[config.mk]
export PLATFORM = sky130hd
export DESIGN_NAME = chip_mode_sel
export DESIGN_NICKNAME = d
export VERILOG_FILES = /design/src/include/mode_sel_pkg.sv /design/src/hw/bus_rate_div.sv /design/src/hw/chip_mode_sel.sv
export SDC_FILE = /design/constraint.sdc
export NUM_CORES = 1
export LEC_CHECK = 0
export BUFFER_PORTS_ARGS = -buffer_cell sky130_fd_sc_hd__buf_2
export CORE_MARGIN = 1
export CORE_UTILIZATION = 48
export CTS_BUF_LIST = sky130_fd_sc_hd__clkbuf_8
export CTS_CLUSTER_DIAMETER = 80
export DETAILED_ROUTE_END_ITERATION = 10
export HOLD_SLACK_MARGIN = 0.06
export PLACE_DENSITY_LB_ADDON = 0.12
export SETUP_SLACK_MARGIN = 0.2
export SKIP_CTS_REPAIR_TIMING = 1
export SLEW_MARGIN = 20
export SYNTH_ARGS = -nofsm -noshare
export SYNTH_HDL_FRONTEND = slang
export SYNTH_SLANG_ARGS = --single-unit
[constraint.sdc]
create_clock -name clk_i -period 3.3 [get_ports clk_i]
set_clock_uncertainty 0.2 [all_clocks]
set_input_delay 0 -clock clk_i [delete_from_list [all_inputs] [get_ports clk_i]]
set_output_delay 0 -clock clk_i [all_outputs]
set_load 0.005 [all_outputs]
[src/include/mode_sel_pkg.sv]
package mode_sel_pkg;

  // Mode pin codes, ordered c,b,a
  localparam logic [2:0] MODE_CODE_NSC = 3'h4;
  localparam logic [2:0] MODE_CODE_SSC = 3'h0;
  localparam logic [2:0] MODE_CODE_ESC = 3'h1;
  localparam logic [2:0] MODE_CODE_NX = 3'h5;
  localparam logic [2:0] MODE_CODE_EX = 3'h3;
  localparam logic [2:0] MODE_CODE_ST = 3'h2;

  // Decoded chip modes, one-hot
  typedef enum logic [6:0] {
    MODE_NORM_SINGLE = 7'h01,
    MODE_SPEC_SINGLE = 7'h02,
    MODE_EMUL_SINGLE = 7'h04,
    MODE_NORM_EXP = 7'h08,
    MODE_EMUL_EXP = 7'h10,
    MODE_SPEC_TEST = 7'h20,
    MODE_INVALID = 7'h40
  } chip_mode_t;

  // Data sources, one-hot
  typedef enum logic [3:0] {
    SRC_INTERNAL = 4'h1,
    SRC_INT_FLASH = 4'h2,
    SRC_EMUL_MEM = 4'h4,
    SRC_EXTERNAL = 4'h8
  } data_src_t;

  // Wishbone register map (byte addresses)
  localparam logic [7:0] ADDR_MEM_MAP_CTL = 8'h00;
  localparam logic [7:0] ADDR_MODE_STATUS = 8'h04;
  localparam logic [7:0] ADDR_BUS_CTL = 8'h08;

  // memory_map_control_one field positions
  localparam int BIT_INT_FLASH_EN = 0;
  localparam int BIT_EMUL_FLASH_EN = 1;
  // Bus control field positions
  localparam int BIT_BUS_DIV_LO = 0;
  localparam int BUS_DIV_W = 4;

  // Divider reset value and minimum
  localparam logic [3:0] BUS_DIV_RST = 4'h2;
  localparam logic [3:0] BUS_DIV_MIN = 4'h2;

  // Widths of the expanded bus
  localparam int EXT_ADDR_W = 23;
  localparam int EXT_DATA_W = 16;

  // Port usage of the expanded bus
  typedef struct packed {
    logic addr_bus_en;
    logic data_bus_en;
    logic bus_ctl_en;
    logic visible_bus;
    logic gpio_en;
  } port_cfg_t;

endpackage

[src/hw/bus_rate_div.sv]
`timescale 1ns/1ps
// External bus strobe divider, never faster than half the internal clock
module bus_rate_div #(
  parameter int DIV_W = 4
) (
  input wire logic clk_i,
  input wire logic rst_i,
  input wire logic en_i,
  input wire logic [DIV_W-1:0] div_i,
  output logic tick_o
);

  logic [DIV_W-1:0] cnt_q;
  logic [DIV_W-1:0] cnt_d;
  logic tick_q;
  logic tick_d;

  // Count down, tick on wrap
  always_comb
  begin
    cnt_d = cnt_q;
    tick_d = 1'b0;
    if (!en_i)
    begin
      cnt_d = '0;
    end
    else if (cnt_q == '0)
    begin
      cnt_d = div_i - DIV_W'(1);
      tick_d = 1'b1;
    end
    else
    begin
      cnt_d = cnt_q - DIV_W'(1);
    end
  end

  // Counter registers
  always_ff @(posedge clk_i)
  begin
    if (rst_i)
    begin
      cnt_q <= '0;
      tick_q <= 1'b0;
    end
    else
    begin
      cnt_q <= cnt_d;
      tick_q <= tick_d;
    end
  end

  assign tick_o = tick_q;

endmodule

[src/hw/chip_mode_sel.sv]
// Register access over Wishbone and the register addresses were chosen for this implementation.
`timescale 1ns/1ps
////////////////////////////////////////////////////////////////////////////////
// How it works
// RULE_01 - Latch flash select into internal flash enable
// RULE_02 - Latch emulation flash select into its enable
// RULE_03 - Decode mode pins c,b,a into chip modes
// RULE_04 - Normal and special single-chip modes always use internal resources
// RULE_05 - Emulation memory in listed emulation cases
// RULE_06 - Peripheral, RAM, EEPROM, registers stay internal; code only redirects them away from emulation memory
// RULE_07 - Expanded and test modes: external or flash
// RULE_08 - Internal flash in listed emulation cases
// RULE_09 - Normal expanded: ports K,A,B 23-bit address
// RULE_10 - Normal expanded: C,D data, E control
// RULE_11 - External bus at most half internal rate
// RULE_12 - Normal single-chip: no bus, ports GPIO
// RULE_13 - Special single-chip enables debug monitor
// RULE_14 - Special single-chip: no external bus
// RULE_15 - Emulation expanded fetch follows flash bits
// RULE_16 - Emulation expanded shows internal bus externally
// RULE_17 - Sample pins at reset release, hold
module chip_mode_sel #(
  parameter int DIV_W = mode_sel_pkg::BUS_DIV_W
) (
  input wire logic clk_i,
  input wire logic rst_i,
  input wire logic mode_pin_a_i,
  input wire logic mode_pin_b_i,
  input wire logic mode_pin_c_i,
  input wire logic flash_select_pin_i,
  input wire logic emul_flash_select_pin_i,
  input wire logic internal_region_i,
  input wire logic [7:0] wb_adr_i,
  input wire logic [31:0] wb_dat_i,
  input wire logic [3:0] wb_sel_i,
  input wire logic wb_we_i,
  input wire logic wb_cyc_i,
  input wire logic wb_stb_i,
  output logic [31:0] wb_dat_o,
  output logic wb_ack_o,
  output logic [3:0] data_src_o,
  output mode_sel_pkg::port_cfg_t port_cfg_o,
  output logic debug_unit_en_o,
  output logic ext_bus_tick_o
);

  ////////////////////////////////////////////////////////////////////////////////
  // Reset-release capture

  logic rst_d1_q;
  logic rst_d1_d;
  logic [2:0] mode_pins_q;
  logic [2:0] mode_pins_d;
  logic int_flash_en_q;
  logic int_flash_en_d;
  logic emul_flash_en_q;
  logic emul_flash_en_d;
  logic release_edge;

  // Release is the first clock after rst_i falls
  always_comb
  begin
    rst_d1_d = rst_i;
    release_edge = rst_d1_q && !rst_i;
    mode_pins_d = mode_pins_q;
    int_flash_en_d = int_flash_en_q;
    emul_flash_en_d = emul_flash_en_q;
    if (release_edge)
    begin
      mode_pins_d = {mode_pin_c_i, mode_pin_b_i, mode_pin_a_i}; // [RULE_17]
      int_flash_en_d = flash_select_pin_i; // [RULE_01]
      emul_flash_en_d = emul_flash_select_pin_i; // [RULE_02]
    end
  end

  // Captured straps hold until next reset
  always_ff @(posedge clk_i)
  begin
    rst_d1_q <= rst_d1_d;
    if (rst_i)
    begin
      mode_pins_q <= mode_sel_pkg::MODE_CODE_NSC;
      int_flash_en_q <= 1'b0;
      emul_flash_en_q <= 1'b0;
    end
    else
    begin
      mode_pins_q <= mode_pins_d;
      int_flash_en_q <= int_flash_en_d;
      emul_flash_en_q <= emul_flash_en_d;
    end
  end

  ////////////////////////////////////////////////////////////////////////////////
  // Mode decode and data source

  mode_sel_pkg::chip_mode_t mode;
  mode_sel_pkg::data_src_t src;
  mode_sel_pkg::port_cfg_t cfg;
  logic dbg_en;

  // Mode pins to chip mode
  always_comb
  begin
    case (mode_pins_q) // [RULE_03]
      mode_sel_pkg::MODE_CODE_NSC: mode = mode_sel_pkg::MODE_NORM_SINGLE;
      mode_sel_pkg::MODE_CODE_SSC: mode = mode_sel_pkg::MODE_SPEC_SINGLE;
      mode_sel_pkg::MODE_CODE_ESC: mode = mode_sel_pkg::MODE_EMUL_SINGLE;
      mode_sel_pkg::MODE_CODE_NX: mode = mode_sel_pkg::MODE_NORM_EXP;
      mode_sel_pkg::MODE_CODE_EX: mode = mode_sel_pkg::MODE_EMUL_EXP;
      mode_sel_pkg::MODE_CODE_ST: mode = mode_sel_pkg::MODE_SPEC_TEST;
      default: mode = mode_sel_pkg::MODE_INVALID;
    endcase
  end

  // Data source and port usage per mode
  always_comb
  begin
    src = mode_sel_pkg::SRC_INTERNAL;
    cfg = '0;
    dbg_en = 1'b0;
    case (mode)
      mode_sel_pkg::MODE_NORM_SINGLE:
      begin
        src = mode_sel_pkg::SRC_INTERNAL; // [RULE_04]
        cfg.gpio_en = 1'b1; // [RULE_12]
      end
      mode_sel_pkg::MODE_SPEC_SINGLE:
      begin
        src = mode_sel_pkg::SRC_INTERNAL; // [RULE_04]
        dbg_en = 1'b1; // [RULE_13]
        // No external bus after reset, pins stay general-purpose
        cfg.addr_bus_en = 1'b0; // [RULE_14]
        cfg.data_bus_en = 1'b0; // [RULE_14]
        cfg.bus_ctl_en = 1'b0; // [RULE_14]
        cfg.gpio_en = 1'b1;
      end
      mode_sel_pkg::MODE_EMUL_SINGLE:
      begin
        if (emul_flash_en_q)
        begin
          src = mode_sel_pkg::SRC_INT_FLASH; // [RULE_08]
        end
        else
        begin
          src = mode_sel_pkg::SRC_EMUL_MEM; // [RULE_05]
        end
      end
      mode_sel_pkg::MODE_NORM_EXP, mode_sel_pkg::MODE_SPEC_TEST:
      begin
        src = int_flash_en_q ? mode_sel_pkg::SRC_INT_FLASH
                             : mode_sel_pkg::SRC_EXTERNAL; // [RULE_07]
        cfg.addr_bus_en = 1'b1; // [RULE_09]
        cfg.data_bus_en = 1'b1; // [RULE_10]
        cfg.bus_ctl_en = 1'b1; // [RULE_10]
      end
      mode_sel_pkg::MODE_EMUL_EXP:
      begin
        if (!int_flash_en_q)
        begin
          src = mode_sel_pkg::SRC_EXTERNAL; // [RULE_07] [RULE_15]
        end
        else if (emul_flash_en_q)
        begin
          src = mode_sel_pkg::SRC_INT_FLASH; // [RULE_08] [RULE_15]
        end
        else
        begin
          src = mode_sel_pkg::SRC_EMUL_MEM; // [RULE_05] [RULE_15]
        end
        cfg.addr_bus_en = 1'b1;
        cfg.data_bus_en = 1'b1;
        cfg.bus_ctl_en = 1'b1;
        cfg.visible_bus = 1'b1; // [RULE_16]
      end
      default:
      begin
        src = mode_sel_pkg::SRC_INTERNAL;
        cfg.gpio_en = 1'b1;
      end
    endcase
    // Core register, RAM and EEPROM space is kept off emulation memory; external and flash sources are left as decoded
    if (internal_region_i && src == mode_sel_pkg::SRC_EMUL_MEM)
    begin
      src = mode_sel_pkg::SRC_INTERNAL; // [RULE_06]
    end
  end

  ////////////////////////////////////////////////////////////////////////////////
  // Output registers

  logic [3:0] src_q;
  mode_sel_pkg::port_cfg_t cfg_q;
  logic dbg_q;

  // Registered data outputs
  always_ff @(posedge clk_i)
  begin
    if (rst_i)
    begin
      src_q <= mode_sel_pkg::SRC_INTERNAL;
      cfg_q <= '0;
      dbg_q <= 1'b0;
    end
    else
    begin
      src_q <= src;
      cfg_q <= cfg;
      dbg_q <= dbg_en;
    end
  end

  assign data_src_o = src_q;
  assign port_cfg_o = cfg_q;
  assign debug_unit_en_o = dbg_q;

  ////////////////////////////////////////////////////////////////////////////////
  // Wishbone slave

  logic [DIV_W-1:0] div_q;
  logic [DIV_W-1:0] div_d;
  logic ack_q;
  logic ack_d;
  logic [31:0] rdat_q;
  logic [31:0] rdat_d;
  logic access;

  // Decode, divider write and read mux
  always_comb
  begin
    access = wb_cyc_i && wb_stb_i && !ack_q;
    ack_d = access;
    div_d = div_q;
    rdat_d = rdat_q;
    if (access)
    begin
      rdat_d = 32'h0000_0000;
      if (wb_adr_i == mode_sel_pkg::ADDR_MEM_MAP_CTL)
      begin
        rdat_d[mode_sel_pkg::BIT_INT_FLASH_EN] = int_flash_en_q;
        rdat_d[mode_sel_pkg::BIT_EMUL_FLASH_EN] = emul_flash_en_q;
      end
      else if (wb_adr_i == mode_sel_pkg::ADDR_MODE_STATUS)
      begin
        rdat_d[2:0] = mode_pins_q;
        rdat_d[7:4] = src_q;
        rdat_d[12:8] = cfg_q;
        rdat_d[13] = dbg_q;
      end
      else if (wb_adr_i == mode_sel_pkg::ADDR_BUS_CTL)
      begin
        rdat_d[DIV_W-1:0] = div_q;
        if (wb_we_i && wb_sel_i[0])
        begin
          // Clamp to at least divide by two
          if (wb_dat_i[DIV_W-1:0] < DIV_W'(mode_sel_pkg::BUS_DIV_MIN))
          begin
            div_d = DIV_W'(mode_sel_pkg::BUS_DIV_MIN); // [RULE_11]
          end
          else
          begin
            div_d = wb_dat_i[DIV_W-1:0];
          end
        end
      end
    end
  end

  // Bus registers
  always_ff @(posedge clk_i)
  begin
    if (rst_i)
    begin
      div_q <= DIV_W'(mode_sel_pkg::BUS_DIV_RST);
      ack_q <= 1'b0;
      rdat_q <= 32'h0000_0000;
    end
    else
    begin
      div_q <= div_d;
      ack_q <= ack_d;
      rdat_q <= rdat_d;
    end
  end

  assign wb_ack_o = ack_q;
  assign wb_dat_o = rdat_q;

  ////////////////////////////////////////////////////////////////////////////////
  // External bus rate

  bus_rate_div #(
    .DIV_W(DIV_W)
  ) u_div (
    .clk_i(clk_i),
    .rst_i(rst_i),
    .en_i(cfg_q.bus_ctl_en), // [RULE_11]
    .div_i(div_q),
    .tick_o(ext_bus_tick_o)
  );

endmodule

==> results.cfg <==
[power]
p_sw_uw = 207
seqPwrFrac_pct = 52.7
p_per_area_mw_per_mm2 = 396
clkPwrFrac_pct = 36.5
p_sw_share_pct = 23.9
ir_drop_v = 0.000448
p_leak_nw = 0.997
combPwrFrac_pct = 10.8
p_int_uw = 658

[setup_path]
slowest_stage = dlygate4sd3_1
crit_family = buffers and inverters
crit_cells = 6
worstSetupEndpointType = register
reg2reg_depth = 6
critical_path.max_stage_delay_ns = 0.58
critPathMostFrequentCell = dlygate4sd3_1
required_ns = 3.33
critical_path_class = register to register
path_max_fanout = 14
start_kind = register
crit_chain = nand3b_1 > buf_4 > nand4b_1 > dlygate4sd3_1 > a21oi_1 > dlygate4sd3_1
path_buf_inv = 3
crit_arrival_ns = 2.84

[min_path]
hold_path_depth = 4
hold_class = primary input to register

[route]
wl_met2_um = 1740
drc = 0
wl_met3_um = 191
wire_per_inst_um = 12.2
vias = 1466
routedLengthMet1_um = 1640
viasPerCell = 4.94
drtAntennaViolNets = 0
wl_um = 3620
drt_pass1_iterations = 4
drt_iter0_drc = 67
highest_layer = met4

[timing]
setup-tns-final_ns = 0
rsz0062_at_grt = no
worst_pin_slew_ns = 0.558
fmax_ghz = 0.355
finalCritPeriodShare_pct = 85.3
setup_viol = 0
fin_crit_ns = 2.82
holdWs_ns = 0.0753
drv_slew = 0
maxSlewHeadroom_pct = 62.6
hold_viol_final = 0

[cells_and_area]
n_antenna_cell = 0
area_growth_pct = 29.3
ff_latch_area_um2 = 721
drive_gt1_share_pct = 24.3
stdcell_area_mm2 = 0.00219
fill_cells = 312
nets = 306
multiInputGateArea_um2 = 768

[yosys]
ys_seq_elements = 36
synthesis.area_mm2 = 0.00169
synth_area_leader_cell = dfxtp_1
postSynthCellCount = 185
synth_top_area_share_pct = 42.6
ys_seq_area_share_pct = 42.6
post_synth.cell_area_avg_um2 = 9.14
synth-warning-count = 0
synth_cell_types = 39
synth_area_leaders = dfxtp_1 43%, buf_4 11%, mux2i_1 6.5%

[clocking]
numCtsBuffers = 5
h-tree-depth = 2
clock_path_buffers = 2
ctsRootBufferMaster = clkbuf_8
clk_latency_ns = 0.28
cts_num_sinks = 36
clkTransAtPathRegs_ns = 0.07
cts_tree = done

[grt]
antenna_found_initial = 0
grt_max_degree = 28
grt_pass1_vias = 1136
grt_pass1_wl_um = 4850
track_usage_pct = 18.0
grt_overflow_total = 0

[placement]
place_area_mm2 = 0.00184
globalplace.congestion = 0.747
dpl.hpwl_um = 2370
port_buffers = 49

[floorplanning]
core_mm2 = 0.00336
std_cell_rows = 21
die_y_um = 61.4
die_area_mm2 = 0.00377
die_w_um = 61.4
pin_count = 99
initial_utilization_pct = 50.3

[run]
drv_cap = 0

[run_status]
status = finished, final reports clean
-- worst register-to-register path: cells and delay by family (launching register included) --
kind                   cells  cell delay, ns
buffers and inverters      3            1.49
AO/OA/AOI/OAI              1            0.16
flip-flops                 1            0.31
AND/OR/NAND/NOR            2            0.61
-- worst paths after layout --
kind / startpoint / slack [ns] / endpoint
setup / recovery: wb_ack_o$_SDFF_PP0_ / 0.48 / wb_dat_o[3]$_SDFFE_PP0P_
hold / removal: wb_adr_i[5] / 0.08 / div_q[0]$_SDFFE_PP0P_
setup reg to reg: wb_ack_o$_SDFF_PP0_ / 0.48 / wb_dat_o[3]$_SDFFE_PP0P_
hold reg to reg: data_src_o[2]$_SDFF_PP0_ / 0.27 / wb_dat_o[6]$_SDFFE_PP0P_
-- power by group through the flow --
stage	logic [mW]	clock network [mW]	registers [mW]
detailed placement	0.0721	0	0.466
finish	0.0934	0.316	0.456
floorplan	0.0671	0	0.459
CTS	0.0724	0.323	0.456
global route	0.106	0.343	0.457
global placement	0.0706	0	0.465
-- cells by family (layout without fill, tap and decap cells) --
group | after synthesis | count (layout) | share of synthesized area, %
AOI/OAI and AO/OA | 24 | 24 | 11.2
xor gates and xnor gates | 1 | 1 | 0.518
adders and majority gates | 1 | 1 | 0.740
buffers and inverters | 46 | 95 | 15.8
DFF | 36 | 36 | 42.6
muxes | 12 | 12 | 7.17
other | 1 | 18 | 0.222
and+or+nand+nor | 64 | 64 | 21.7
-- area by class of cell --
type	count	share of cell area, %
repair buffers	75	23.0
flip-flops and latches	36	33.0
clock inverters	2	0.458
well taps	46	2.63
multi-input cells	120	35.1
inverters	12	2.06
clock buffers	6	3.78
-- stage by stage --
step,setup WS [ns],power [mW],cells,util [%]
6_report,0.483,0.866,297,65.0
3_5_place_dp,1.37,0.538,264,54.8
2_1_floorplan,1.90,0.526,202,-
4_1_cts,1.34,0.851,272,57.6
5_1_grt,0.323,0.906,297,65.0
3_3_place_gp,1.39,0.536,264,54.8
-- metal layers --
metal,global-route usage (%),vias to the layer above
met5,0,-
met4,7.62,0
met3,4.83,6
met2,29.2,55
met1,22.7,670
li1,-,735
-- placed cells by master (no fill, tap or decap), types with 2 or more instances in the layout --
| cell type | Yosys | final |
|---|---|---|
| conb_1 | 1 | 18 |
| nor2_1 | 13 | 13 |
| o41ai_1 | 10 | 10 |
| nand3b_1 | 2 | 2 |
| dlygate4sd3_1 | 0 | 25 |
| nor3_1 | 8 | 8 |
| o21a_1 | 2 | 2 |
| dfxtp_1 | 36 | 36 |
| a2bb2oi_1 | 2 | 2 |
| nand2b_1 | 3 | 3 |
| and4b_1 | 2 | 2 |
| a21oi_1 | 2 | 2 |
| nand4b_1 | 2 | 2 |
| nand2_1 | 9 | 9 |
| nor3b_1 | 2 | 2 |
| a31oi_1 | 3 | 3 |
| nand3_1 | 12 | 12 |
| clkbuf_8 | 0 | 6 |
| clkinv_2 | 0 | 2 |
| buf_2 | 3 | 49 |
| mux2i_1 | 11 | 11 |
| nor2b_1 | 3 | 3 |
| inv_1 | 11 | 11 |
-- synth_stat cells (all sizes together) --
cell and number:
dfxtp 36, buf 27, nand3 13, nor2 13
inv 11, mux2i 11, o41ai 10, nand2 9
nor3 8, clkbuf 7, a31oi 3, nand2b 3
nor2b 3, a21oi 2, a2bb2oi 2, and4b 2
nand3b 2, nand4b 2, nor3b 2, nor4 2
o21a 2, a21o 1, a22oi 1, a41o 1
and3 1, and3b 1, and4 1, clkinv 1
conb 1, ha 1, mux2 1, nor4b 1
o311ai 1, o31ai 1, or4b 1, xor2 1
-- sequential cells by signal, indices dropped and copies added, names as in the netlist --
signal and cells:
u_div.tick_o 1, emul_flash_en_q 1, rst_d1_q 1, div_q 4
data_src_o 4, wb_ack_o 1, wb_dat_o 12, mode_pins_q 3
port_cfg_o 3, int_flash_en_q 1, u_div.cnt_q 4, debug_unit_en_o 1
Power figures use the tool's default switching activity.
